==> config.mk <==
export PLATFORM = sky130hd
export DESIGN_NAME = rrsp_setpoint
export DESIGN_NICKNAME = d
export VERILOG_FILES = /design/src/rrsp_pkg.sv /design/src/rrsp_word_if.sv /design/src/rrsp_word_store.sv /design/src/rrsp_setpoint.sv
export SDC_FILE = /design/constraint.sdc
export NUM_CORES = 1
export LEC_CHECK = 0
export ABC_AREA = 1
export BUFFER_PORTS_ARGS = -buffer_cell sky130_fd_sc_hd__buf_2
export CAP_MARGIN = 5
export CORE_UTILIZATION = 25
export CTS_BUF_LIST = sky130_fd_sc_hd__clkbuf_4
export CTS_CLUSTER_SIZE = 25
export DETAILED_ROUTE_END_ITERATION = 7
export MAX_ROUTING_LAYER = met4
export PLACE_DENSITY = 0.43
export SYNTH_ARGS = -nofsm -noshare
export SYNTH_HDL_FRONTEND = slang
export SYNTH_SLANG_ARGS = --single-unit
==> constraint.sdc <==
create_clock -name clk_sys_in -period 6.3 [get_ports clk_sys_in]
set_input_delay 0.63 -clock clk_sys_in [delete_from_list [all_inputs] [get_ports clk_sys_in]]
set_output_delay 0.63 -clock clk_sys_in [all_outputs]
set_load 0.01 [all_outputs]
==> src/rrsp_pkg.sv <==
// Package for the remote register setpoint command block.
// Assumes a single 10 MHz system clock and word-wide remote register writes.
package rrsp_pkg;

  // ----------------------------------------
  // Remote word offsets
  // ----------------------------------------
  localparam logic [3:0] RRSP_OFF_POS_LO = 4'h4;
  localparam logic [3:0] RRSP_OFF_POS_HI = 4'h5;
  localparam logic [3:0] RRSP_OFF_SPEED  = 4'h6;

  // ----------------------------------------
  // Parameter digit codes and limits
  // ----------------------------------------
  localparam logic [3:0] RRSP_CMD_ABS        = 4'h0;
  localparam logic [3:0] RRSP_CMD_INC        = 4'h1;
  localparam logic [3:0] RRSP_SRC_REMOTE     = 4'h2;
  localparam logic [1:0] RRSP_STATIONS_REQ   = 2'h2;
  localparam logic signed [31:0] RRSP_POS_MAX = 32'sd999999;
  localparam logic signed [31:0] RRSP_POS_MIN = -32'sd999999;
  localparam logic signed [31:0] RRSP_INC_MIN = 32'sd0;
  localparam logic [3:0] RRSP_ACCEL_TABLE    = 4'h1;

  // ----------------------------------------
  // Reset values
  // ----------------------------------------
  localparam logic [15:0] RRSP_WORD_RST = 16'h0000;

  typedef enum logic [2:0] {
    RRSP_IDLE  = 3'b001,
    RRSP_CHECK = 3'b010,
    RRSP_ISSUE = 3'b100
  } rrsp_state_t;

endpackage

==> src/rrsp_word_if.sv <==
// Interface carrying remote word writes between the top and the word store.
// Assumes the writer and store share clk_sys_in.
interface rrsp_word_if;
  logic        wr_en;
  logic [3:0]  wr_addr;
  logic [15:0] wr_data;
  logic [15:0] pos_lo;
  logic [15:0] pos_hi;
  logic [15:0] speed;
  modport writer (output wr_en, output wr_addr, output wr_data,
                  input pos_lo, input pos_hi, input speed);
  modport store  (input wr_en, input wr_addr, input wr_data,
                  output pos_lo, output pos_hi, output speed);
endinterface

==> src/rrsp_word_store.sv <==
// Holding registers for the three remote setpoint words.
// Assumes synchronous reset copy from the top module.
module rrsp_word_store (
  // Clock and reset
  input  wire logic   clk_sys_in,
  input  wire logic   rst_b_in,
  // Word port
  rrsp_word_if.store  word_if
);
  import rrsp_pkg::*;

  logic [15:0] pos_lo_q;
  logic [15:0] pos_hi_q;
  logic [15:0] speed_q;

  wire sel_lo = word_if.wr_en && (word_if.wr_addr == RRSP_OFF_POS_LO);
  wire sel_hi = word_if.wr_en && (word_if.wr_addr == RRSP_OFF_POS_HI);
  wire sel_sp = word_if.wr_en && (word_if.wr_addr == RRSP_OFF_SPEED);

  always_ff @(posedge clk_sys_in or negedge rst_b_in) begin
    if (!rst_b_in) begin
      pos_lo_q <= RRSP_WORD_RST;
      pos_hi_q <= RRSP_WORD_RST;
      speed_q  <= RRSP_WORD_RST;
    end else begin
      if (sel_lo) pos_lo_q <= word_if.wr_data;
      if (sel_hi) pos_hi_q <= word_if.wr_data;
      if (sel_sp) speed_q  <= word_if.wr_data;
    end
  end

  assign word_if.pos_lo = pos_lo_q;
  assign word_if.pos_hi = pos_hi_q;
  assign word_if.speed  = speed_q;
endmodule // rrsp_word_store

==> src/rrsp_setpoint.sv <==
// Remote register setpoint acceptance: latches a move on forward start.
// Assumes master inputs synchronous to clk_sys_in; parameters held static.
//
// Overview of operation
// - Remote-word setpoints are only usable when the node occupies two stations.
// - Setpoints come from remote words only with auto mode and remote source both selected.
// - The setpoint source parameter low digit must be 2 to enable remote setpoints.
// - Command system digit 0 selects absolute mode where the abs/inc bit decides meaning.
// - Command system digit 1 selects incremental mode where every position is relative.
// - In incremental mode the abs/inc bit is ignored.
// - In absolute mode the position is absolute with the bit off and incremental with it on.
// - The abs/inc bit is sampled when forward start rises and held for that move.
// - Incremental mode with remote setpoints uses point table one time constants.
module rrsp_setpoint (
  // Clock and reset
  input  wire logic        clk_sys_in,
  input  wire logic        rst_b_in,
  // Remote word writes
  input  wire logic        word_wr_in,
  input  wire logic [3:0]  word_addr_in,
  input  wire logic [15:0] word_data_in,
  // Remote bits
  input  wire logic        auto_manual_select_in,
  input  wire logic        setpoint_source_select_in,
  input  wire logic        abs_inc_select_in,
  input  wire logic        forward_start_in,
  // Configuration
  input  wire logic [1:0]  stations_in,
  input  wire logic [3:0]  command_system_param_in,
  input  wire logic [3:0]  setpoint_source_param_in,
  // Move command
  output logic             move_start_out,
  output logic signed [31:0] move_position_out,
  output logic [15:0]      move_speed_out,
  output logic             move_incremental_out,
  output logic             move_use_table_out,
  output logic [3:0]       move_accel_table_out,
  output logic             range_error_out,
  output logic             remote_active_out
);
  import rrsp_pkg::*;

  // ----------------------------------------
  // Reset release
  // ----------------------------------------
  logic rst_s1_q;
  logic rst_s2_q;
  always_ff @(posedge clk_sys_in or negedge rst_b_in) begin
    if (!rst_b_in) begin
      rst_s1_q <= 1'b0;
      rst_s2_q <= 1'b0;
    end else begin
      rst_s1_q <= 1'b1;
      rst_s2_q <= rst_s1_q;
    end
  end
  wire rst_b = rst_s2_q;

  // ----------------------------------------
  // Word store
  // ----------------------------------------
  rrsp_word_if word_if ();
  assign word_if.wr_en   = word_wr_in;
  assign word_if.wr_addr = word_addr_in;
  assign word_if.wr_data = word_data_in;

  rrsp_word_store u_store (
    .clk_sys_in (clk_sys_in),
    .rst_b_in   (rst_b),
    .word_if    (word_if)
  );

  // ----------------------------------------
  // Mode decode
  // ----------------------------------------
  wire two_station  = (stations_in == RRSP_STATIONS_REQ);
  wire src_remote   = (setpoint_source_param_in == RRSP_SRC_REMOTE);
  wire remote_en    = two_station && src_remote && auto_manual_select_in
                      && setpoint_source_select_in;
  wire cmd_inc      = (command_system_param_in == RRSP_CMD_INC);
  wire cmd_abs      = (command_system_param_in == RRSP_CMD_ABS);
  wire mode_ok      = cmd_inc || cmd_abs;
  wire treat_inc    = cmd_inc || abs_inc_select_in;
  wire signed [31:0] pos_word = $signed({word_if.pos_hi, word_if.pos_lo});
  wire pos_ok_abs   = (pos_word >= RRSP_POS_MIN) && (pos_word <= RRSP_POS_MAX);
  wire pos_ok_inc   = (pos_word >= RRSP_INC_MIN) && (pos_word <= RRSP_POS_MAX);
  wire pos_ok       = cmd_inc ? pos_ok_inc : pos_ok_abs;

  logic start_q;
  always_ff @(posedge clk_sys_in or negedge rst_b) begin
    if (!rst_b) start_q <= 1'b0;
    else        start_q <= forward_start_in;
  end
  wire start_rise = forward_start_in && !start_q;

  // ----------------------------------------
  // Acceptance state machine
  // ----------------------------------------
  rrsp_state_t state_q;
  rrsp_state_t state_d;
  logic        inc_q;
  logic signed [31:0] pos_q;
  logic [15:0] speed_q;

  always_comb begin
    state_d = state_q;
    case (state_q)
      RRSP_IDLE:  if (start_rise && remote_en && mode_ok) state_d = RRSP_CHECK;
      RRSP_CHECK: state_d = RRSP_ISSUE;
      RRSP_ISSUE: state_d = RRSP_IDLE;
      default:    state_d = RRSP_IDLE;
    endcase
  end

  wire take  = (state_q == RRSP_IDLE) && (state_d == RRSP_CHECK);
  wire check = (state_q == RRSP_CHECK);
  wire issue = (state_q == RRSP_ISSUE);
  logic err_q;

  always_ff @(posedge clk_sys_in or negedge rst_b) begin
    if (!rst_b) begin
      state_q <= RRSP_IDLE;
      inc_q   <= 1'b0;
      pos_q   <= '0;
      speed_q <= RRSP_WORD_RST;
      err_q   <= 1'b0;
    end else begin
      state_q <= state_d;
      if (take) begin
        inc_q   <= treat_inc;
        pos_q   <= pos_word;
        speed_q <= word_if.speed;
        err_q   <= !pos_ok;
      end
    end
  end

  // ----------------------------------------
  // Move outputs
  // ----------------------------------------
  logic move_start_q;
  logic use_tab_q;
  logic rerr_q;
  logic signed [31:0] mpos_q;
  logic [15:0] mspd_q;
  logic minc_q;
  always_ff @(posedge clk_sys_in or negedge rst_b) begin
    if (!rst_b) begin
      move_start_q <= 1'b0;
      use_tab_q    <= 1'b0;
      rerr_q       <= 1'b0;
      mpos_q       <= '0;
      mspd_q       <= RRSP_WORD_RST;
      minc_q       <= 1'b0;
    end else begin
      move_start_q <= check && !err_q;
      if (check) rerr_q <= err_q;
      if (check && !err_q) begin
        mpos_q    <= pos_q;
        mspd_q    <= speed_q;
        minc_q    <= inc_q;
        use_tab_q <= cmd_inc;
      end
    end
  end

  assign move_start_out       = move_start_q;
  assign move_position_out    = mpos_q;
  assign move_speed_out       = mspd_q;
  assign move_incremental_out = minc_q;
  assign move_use_table_out   = use_tab_q;
  assign move_accel_table_out = RRSP_ACCEL_TABLE;
  assign range_error_out      = rerr_q;
  assign remote_active_out    = remote_en;
endmodule // rrsp_setpoint

# After elaboration in Yosys (flattened, before gate mapping)
# Index checks and enable logic that the tools add are counted.
[totals]
reg_bits = 156
latch_bits = 0
ramBits = 0
mem_bits_ro = 0
inputBits = 37
out_inout_bits = 57
elab_cells = 51
mem_count = 0
[op_classes]
addsub = 0
mul = 0
div = 0
order_cmp = 3
n_eq_ne = 9
n_shift = 0
mux = 3
bitwise = 0
n_reduce_logical = 19
[ops]
columns = ["cell", "n"]
rows = [
  ["32-bit by 1-bit greater-or-equal comparator with 1-bit output (second input constant)", 1],
  ["32-bit by 21-bit greater-or-equal comparator with 1-bit output (second input constant)", 1],
  ["32-bit by 21-bit <= comparator with 1-bit output (second input constant)", 1],
  ["1-bit logical AND", 13],
  ["4-bit by 3-bit == test with 1-bit output (second input constant)", 3],
  ["3-bit by 2-bit == test with 1-bit output (second input constant)", 2],
  ["3-bit case mux with 2 select lines", 1],
  ["4-bit by 1-bit == test with 1-bit output (second input constant)", 1],
  ["4-bit by 2-bit == test with 1-bit output (second input constant)", 1],
  ["4-bit zero test", 1],
  ["3-bit by 1-bit == test with 1-bit output (second input constant)", 1],
  ["1-bit zero test", 3],
  ["3-bit two-way mux", 1],
  ["2-bit == test (second input constant)", 1],
  ["1-bit logical OR", 2],
  ["1-bit two-way mux", 1],
]

# Logic depth before layout (Yosys ltp)
# Gate-level depths: netlist of the first run.
[depth]
depth_word = 10
ltp_mapped = 11
ltp_nobuf = 11

# By module
# Synthesis of the first run repeated with hierarchy kept, for this count alone.
[unflattened]
cells_unflattened = 753
area_unflattened_um2 = 6515.0
[by_module_without_submodules]
columns = ["mod", "n_inst", "cells_each", "area_each_um2", "seq_area_each_um2"]
rows = [
  ["rrsp_setpoint", 1, 519, 4400.5, 2703.8],
  ["rrsp_word_store", 1, 234, 2114.5, 1201.2],
]

# Worst setup path after synthesis of the first run
# No wires, ideal clock.
[synth_path]
kind = "input-to-reg"
start = "in setpoint_source_param_in[3]"
end = "reg inc_q"
setup_ps = 117
arrival_time_ps = 1562
required_time_ps = 6183
path_slack_ps = 4622
cell_stages = 9
path_buffers = 1
cell_sequence = "nor2_1 -> nand3_1 -> nor2_2 -> nand3_2 -> inv_2 -> buf_6 -> nand3b_1 -> o21ai_1 -> inv_2"
[synth_between]
elab_chain_cells = 10
[synth_lines]
columns = ["item", "line", "rtl"]
rows = [
  ["start, declared", "rrsp_setpoint.sv:30", "input wire logic [3:0] setpoint_source_param_in,"],
  ["4-bit by 2-bit == test with 1-bit output", "rrsp_setpoint.sv:77", "wire src_remote = (setpoint_source_param_in == RRSP_SRC_REMOTE);"],
  ["1-bit logical AND (2 in series)", "rrsp_setpoint.sv:78", "wire remote_en = two_station && src_remote && auto_manual_select_in"],
  ["1-bit logical AND", "rrsp_setpoint.sv:79", "&& setpoint_source_select_in;"],
  ["via remote_active_out", "rrsp_setpoint.sv:39", "output logic remote_active_out"],
  ["1-bit logical AND (2 in series)", "rrsp_setpoint.sv:108", "RRSP_IDLE: if (start_rise && remote_en && mode_ok) state_d = RRSP_CHECK;"],
  ["3-bit two-way mux", "rrsp_setpoint.sv:108", ""],
  ["3-bit case mux with 2 select lines", "rrsp_setpoint.sv:107", "case (state_q)"],
  ["3-bit by 2-bit == test with 1-bit output", "rrsp_setpoint.sv:115", "wire take = (state_q == RRSP_IDLE) && (state_d == RRSP_CHECK);"],
  ["1-bit logical AND", "rrsp_setpoint.sv:115", ""],
  ["end signal, assigned", "rrsp_setpoint.sv:130", "inc_q <= treat_inc;"],
  ["end, declared", "rrsp_setpoint.sv:101", "logic inc_q;"],
]
# The timed path passes the listed nets, and every way through them passes these cells.
# A chain may end at the register's enable or synchronous reset.

# Worst setup path in the final report of the first run
[layout_path]
start = "reg state_q[2]"
end = "reg mspd_q[4], in the netlist move_speed_out[4]"
[layout_between]
elab_chain_cells = 2
[layout_lines]
columns = ["item", "line", "rtl"]
rows = [
  ["start, declared", "rrsp_setpoint.sv:99", "rrsp_state_t state_q;"],
  ["start signal, assigned", "rrsp_setpoint.sv:128", "state_q <= state_d;"],
  ["3-bit by 2-bit == test with 1-bit output", "rrsp_setpoint.sv:116", "wire check = (state_q == RRSP_CHECK);"],
  ["1-bit logical AND", "rrsp_setpoint.sv:158", "if (check && !err_q) begin"],
  ["end signal, assigned", "rrsp_setpoint.sv:160", "mspd_q <= speed_q;"],
  ["end, declared", "rrsp_setpoint.sv:145", "logic [15:0] mspd_q;"],
]
# Every way passes these cells.

==> results of run 1 <==
[power breakdown]
group	total (mW)	switching, mW	internal (mW)
Clock	0.643	0.369	0.274
Combinational	0.146	0.0925	0.0534
Sequential	1.13	0.0684	1.07
Total	1.92	0.530	1.39
[worst register-to-register path: cells and delay by family, from the launching register on]
family,cells,cell delay [ps]
compound gates,1,80
simple gates,3,570
flops,1,430
buf+inv,3,1010
[layer usage]
layer	vias up	GRT usage	part of all wire
met5	-	-	0
met4	0	0.0316	0.0083
met3	6	0.0313	0.042
met2	75	0.182	0.42
met1	2080	0.186	0.53
li1	2289	-	-
[flip-flops by register name, summed over array words and instances (netlist names)]
register	count
speed_q	16
start_q	1
rst_b	1
state_q	3
err_q	1
u_store.word_if.pos_lo	16
move_speed_out	16
range_error_out	1
move_start_out	1
rst_s1_q	1
u_store.word_if.speed	16
move_use_table_out	1
pos_q	32
u_store.word_if.pos_hi	16
move_incremental_out	1
inc_q	1
move_position_out	32
[layout by cell type, fill, tap and decap left out, types with 9 or more instances in the layout]
master and n:
nand4_1 9, clkbuf_4 17, nand2_1 285, o21ai_0 57
nor2_1 19, inv_1 54, dfrtp_1 154, o21ai_1 31
nand3_1 11, buf_2 89
[final timing paths]
path	slack, ps	endpoint	depth (start not counted)
max	4060	move_speed_out[4]	7
min	210	start_q	1
max reg2reg	4060	move_speed_out[4]	7
min reg2reg	370	rst_b	0
max in group asynchronous	4600	pos_q[8]	1
min in group asynchronous	380	rst_b	2
[repair_timing]
item | 4_1_cts | 5_1_grt
buffers inserted | 0 | 0
endpoints found under the hold margin | 2 | 0
hold buffers | 1 | 0
endpoints found under the setup margin | 0 | 0
[area by class of cell]
| type | count | share of cell area |
|---|---|---|
| Tap cell | 319 | 0.0558 |
| Sequential cell | 156 | 0.547 |
| Antenna cell | 1 | 0.000350 |
| Multi-Input combinational cell | 435 | 0.257 |
| Clock inverter | 15 | 0.0240 |
| Clock buffer | 17 | 0.0178 |
| Timing Repair Buffer | 94 | 0.0679 |
| Inverter | 58 | 0.0304 |
[cell families (layout without fill, tap and decap cells)]
| group | Yosys count | after routing | synth area share |
|---|---|---|---|
| AOI/OAI and AO/OA | 91 | 91 | 0.0749 |
| buffers and inverters | 91 | 184 | 0.0626 |
| DFF | 156 | 156 | 0.639 |
| other | 2 | 6 | 0.00123 |
| and+or+nand+nor | 339 | 339 | 0.223 |
[per-stage QoR]
stage,setup WS [ps],power [mW],cell area (um2),instances,util
global route,3790,2.04,7150,1095,0.301
global placement,3840,1.30,6840,1061,0.288
detailed placement,3830,1.30,6840,1061,0.288
CTS,3980,1.96,7150,1094,0.301
floorplan,1630,1.23,6130,682,-
finish,4060,1.92,7150,1095,0.301
==> out/metrics.csv, run 1 <==
metric,value,unit
DRC Markers,0,
TritonRoute pass-1 iters,4,
Synth area leader,dfrtp_1,
CP top delay family,buffers and inverters,
Finish-stage setup viols,0,
"critical path, cell by cell",nor3_2 -> inv_2 -> nor2_4 -> buf_4 -> inv_2 -> nand2_1 -> o21ai_1,
fraction of layout cells with a size suffix above 1,0.174,
worst path arrival time,2630,ps
number of gates resized after CTS,0,
fillers,2575,
Seq cells post-synth,156,
initial drt markers,271,
GRT overflow,0,
multi-input logic area,1840,um2
crit-path max cell delay,510,ps
CP Max Fanout,60,
worst vdd ir,0.112,mV
clock root buffer,clkbuf_4,
clock-pin slew on the worst setup and hold paths,140,ps
Static Leak,3.86,nW
Main synth FF type,dfrtp_1,
largest net degree at the start of global routing,64,
Sequential cell area,3910,um2
"Avg Cell Area, Syn",9.01,um2
relative slew slack,0.306,
Post-synth top cells,"nand2_1, dfrtp_1, o21ai_0",
Startpoint Class,flip-flop,
area delta synth->final,16.9,%
Critical Path End Type,flip-flop,
Yosys top cell area share,0.634,
Syn Inst Count,679,
most frequent cell after synthesis,nand2_1,
detailed-route via count,4450,
Fin Clk Skew,27.2,ps
detailed placement HPWL,9.93,mm
Final Max Tran Viols,0,
io pins,94,
final hold slack,206,ps
"Distinct cells, synth",25,
drt wl/cell,13.1,um
Max-cap violations,0,
RePlAce Congestion,0.744,
Tmin final,2240,ps
Post-Route WL,14.4,mm
CP max-delay cell,inv_2,
Hold Startpoint,forward_start_in,
Longest Clk Path Bufs,2,
Hold Path Class,input pin to flip-flop,
core area,23800,um2
Synth async-reset ratio,1.00,
H-tree depth,4,
port bufs,89,
Max Clock Freq,0.447,GHz
Mapped Area,6110,um2
"Data required, critical path",6690,ps
first-pass GRT wire length,24.3,mm
Setup crit start,state_q[2],
"top cells by area, synth","dfrtp_1, nand2_1, o21ai_0",
critical path type,flip-flop to flip-flop,
pwr/cell area,269,nW/um2
initial antenna violation count,1,
Worst-Margin Slew,1040,ps
"Net count, final",799,
starting density of the core,0.257,
Die Y,158,um
Crit path buffers/inverters,3,
outcome,completed,
synth warn,0,
unrepaired setup endpoints after global routing,no,
vias in the first global route,4603,
post-route ant nets,0,
Die X,158,um
gr usage total,0.130,
reg-to-reg startpoint,state_q[2],
TNS Setup,0,ps
CTS Buf Count,17,
die area,25100,um2
Clock Latency Late Sink,530,ps
sequential share of the synthesized area,0.639,
CTS tree,done,
Tcrit/Tclk final,0.355,
"EDFF count, synth",0,
# rows,56,
"Hold Vio Cnt, Final",0,
clock sinks,156,
Avg Vias per Cell,4.06,
most frequent CP cell,inv_2,
No activity file was read; power rests on OpenSTA's default activity.
==> inputs of run 2 (changes only) <==
- ABC_AREA: 1 -> 0
- PLACE_DENSITY: 0.43 -> 0.44
- clock period: 6.3 -> 2 ns (I/O delays scaled with it)
==> run 2 against run 1 <==
Compared with the run above:
- critical path depth down 1
- clock skew shrank 9.3 ps
- die area up 0.89%
- clock power grew to 3.1 times the previous value
- power rose to 3.2 times the previous value
- wire length decreased by 0.17%
- utilization up 1.3 points
- non-clock buffer count rose by 37
- fmax increased by 18%
- critical endpoint is now move_use_table_out
==> out/metrics.csv, run 2 <==
metric,value,unit
outcome,completed,
initial drt markers,141,
initial antenna violation count,2,
Yosys top cell area share,0.629,
Avg Vias per Cell,4.19,
critical path type,flip-flop to flip-flop,
Tmin final,1900,ps
Clock Latency Late Sink,550,ps
Critical Path End Type,flip-flop,
port bufs,89,
GRT overflow,0,
Mapped Area,6170,um2
unrepaired setup endpoints after global routing,no,
first-pass GRT wire length,23.3,mm
Fin Clk Skew,17.9,ps
clock sinks,156,
RePlAce Congestion,0.773,
clock-pin slew on the worst setup and hold paths,120,ps
switch share,0.250,
Final Non-Filler Cells,946,
Internal,4.55,mW
"most common cell after layout, fill and taps aside",dfrtp_1,
post-route ant nets,0,
"Data required, critical path",2480,ps
gr usage total,0.123,
Post-Route WL,14.4,mm
die area,25300,um2
vias in the first global route,4183,
CP max-delay cell,dlygate4sd3_1,
largest net degree at the start of global routing,95,
sequential share of the synthesized area,0.633,
CTS tree,done,
clock root buffer,clkbuf_4,
core area,24200,um2
H-tree depth,4,
worst path arrival time,2380,ps
Main synth FF type,dfrtp_1,
pwr/cell area,795,nW/um2
Seq cells post-synth,156,
worst vdd ir,0.295,mV
crit-path max cell delay,580,ps
Longest Clk Path Bufs,2,
io pins,94,
"EDFF count, synth",0,
Synth async-reset ratio,1.00,
Clock Power Share,0.329,
Syn Inst Count,478,
relative slew slack,0.634,
CP Max Fanout,12,
Reg power frac,0.596,
detailed-route via count,3960,
Die X,159,um
"top cells by area, synth","dfrtp_1, mux2_1, nand2_1",
placed cell count,882,
Finish-stage setup viols,0,
starting density of the core,0.254,
sw power,1.51,mW
most frequent cell after synthesis,dfrtp_1,
CTS Buf Count,17,
Post-synth top cells,"dfrtp_1, nand2_1, mux2_1",
Max-cap violations,0,
TritonRoute pass-1 iters,4,
Max Clock Freq,0.525,GHz
combinational share of power,0.074,
detailed placement HPWL,10.1,mm
Static Leak,3.96,nW
"Avg Cell Area, Syn",12.9,um2
most frequent cells in the layout,"dfrtp_1, nand2_1, buf_2",
area delta synth->final,23.6,%
Tcrit/Tclk final,0.952,
# rows,57,
drt wl/cell,15.2,um
Startpoint Class,flip-flop,
"Distinct cells, synth",41,
fraction of layout cells with a size suffix above 1,0.268,
Final Max Tran Viols,0,
Die Y,159,um
synth warn,0,
Worst-Margin Slew,549,ps
"Hold Vio Cnt, Final",0,
Synth area leader,dfrtp_1,
TNS Setup,0,ps
"critical path, cell by cell",nor3b_4 -> nor2b_4 -> buf_12 -> nand3_1 -> o21ai_1 -> dlygate4sd3_1,
DRC Markers,0,
"Net count, final",644,
Hold Path Class,input pin to flip-flop,
run 2: changes by cell type after synthesis, sizes merged, moves of 8 or more:
cell and delta:
nor2 -18, nand3 -8, clkbuf -11, inv -57, o21ai -87, nand2 -135
mux2 +98
run 2: repair_timing:
action                                  4_1_cts  5_1_grt
hold buffers                                 26        0
resized for setup                             0        1
setup buffers                                 0        3
endpoints found under the setup margin        0        1
endpoints found under the hold margin        54        0
run 2: worst max-delay path: cells and delay by family, from the launching register on:
kind	cells	cell delay, ps
and+or+nand+nor	3	570
buffers and inverters	2	750
DFF	1	440
AOI/OAI and AO/OA	1	90
run 2: area by class of cell:
cell class	count	area [um2]
fillers	2515	16600
well taps	324	405
repair buffers	131	906
diodes	2	5.00
clock inverters	11	145
clock buffers	21	158
inverters	1	3.75
flip-flops and latches	156	3910
multi-input cells	300	2090
run 2: worst paths after layout:
| check | startpoint | end | slack [ps] | depth (start not counted) |
|---|---|---|---|---|
| min in group asynchronous | rst_b | move_speed_out[2] | 320 | 1 |
| worst max register to register | state_q[2] | move_use_table_out | 100 | 6 |
| worst max-delay path | state_q[2] | move_use_table_out | 100 | 6 |
| max in group asynchronous | rst_b | u_store.word_if.pos_hi[13] | 1170 | 1 |
| worst min register to register | rst_b | move_speed_out[2] | 320 | 1 |
| worst min-delay path | command_system_param_in[1] | inc_q | 50 | 4 |
run 2: per-stage QoR:
| step | setup WS (ps) | area, um2 | util | total power, mW | hold WS (ps) |
|---|---|---|---|---|---|
| 2_1_floorplan | 375 | 6180 | - | 3.88 | -95.6 |
| 4_1_cts | 26.4 | 7560 | 0.312 | 6.17 | 2.62 |
| 5_1_grt | 1.87 | 7620 | 0.314 | 6.40 | 18.8 |
| 6_report | 96.2 | 7620 | 0.314 | 6.06 | 52.4 |
| 3_3_place_gp | 356 | 7000 | 0.289 | 4.08 | -12.4 |
| 3_5_place_dp | 308 | 7000 | 0.289 | 4.10 | -10.6 |
run 2: power by group through the flow:
stage	logic, mW	clock network (mW)	registers [mW]
after floorplan	0.246	0	3.63
after global placement	0.413	0	3.66
after detailed placement	0.424	0	3.68
after CTS	0.461	2.09	3.61
after global routing	0.507	2.23	3.66
final	0.451	2.00	3.62
run 2: cells by family after synthesis:
group,after synthesis,synth area share
simple gates,187,0.142
other cells,2,0.00122
buf+inv,25,0.0320
compound gates,10,0.0126
flops,156,0.633
mux,98,0.179
run 2: routing by layer:
layer,routed length [um],GRT usage,vias to the layer above
li1,-,-,1873
met1,7100,0.160,2000
met2,6640,0.188,71
met3,405,0.0315,16
met4,212,0.0402,0
met5,0,-,-
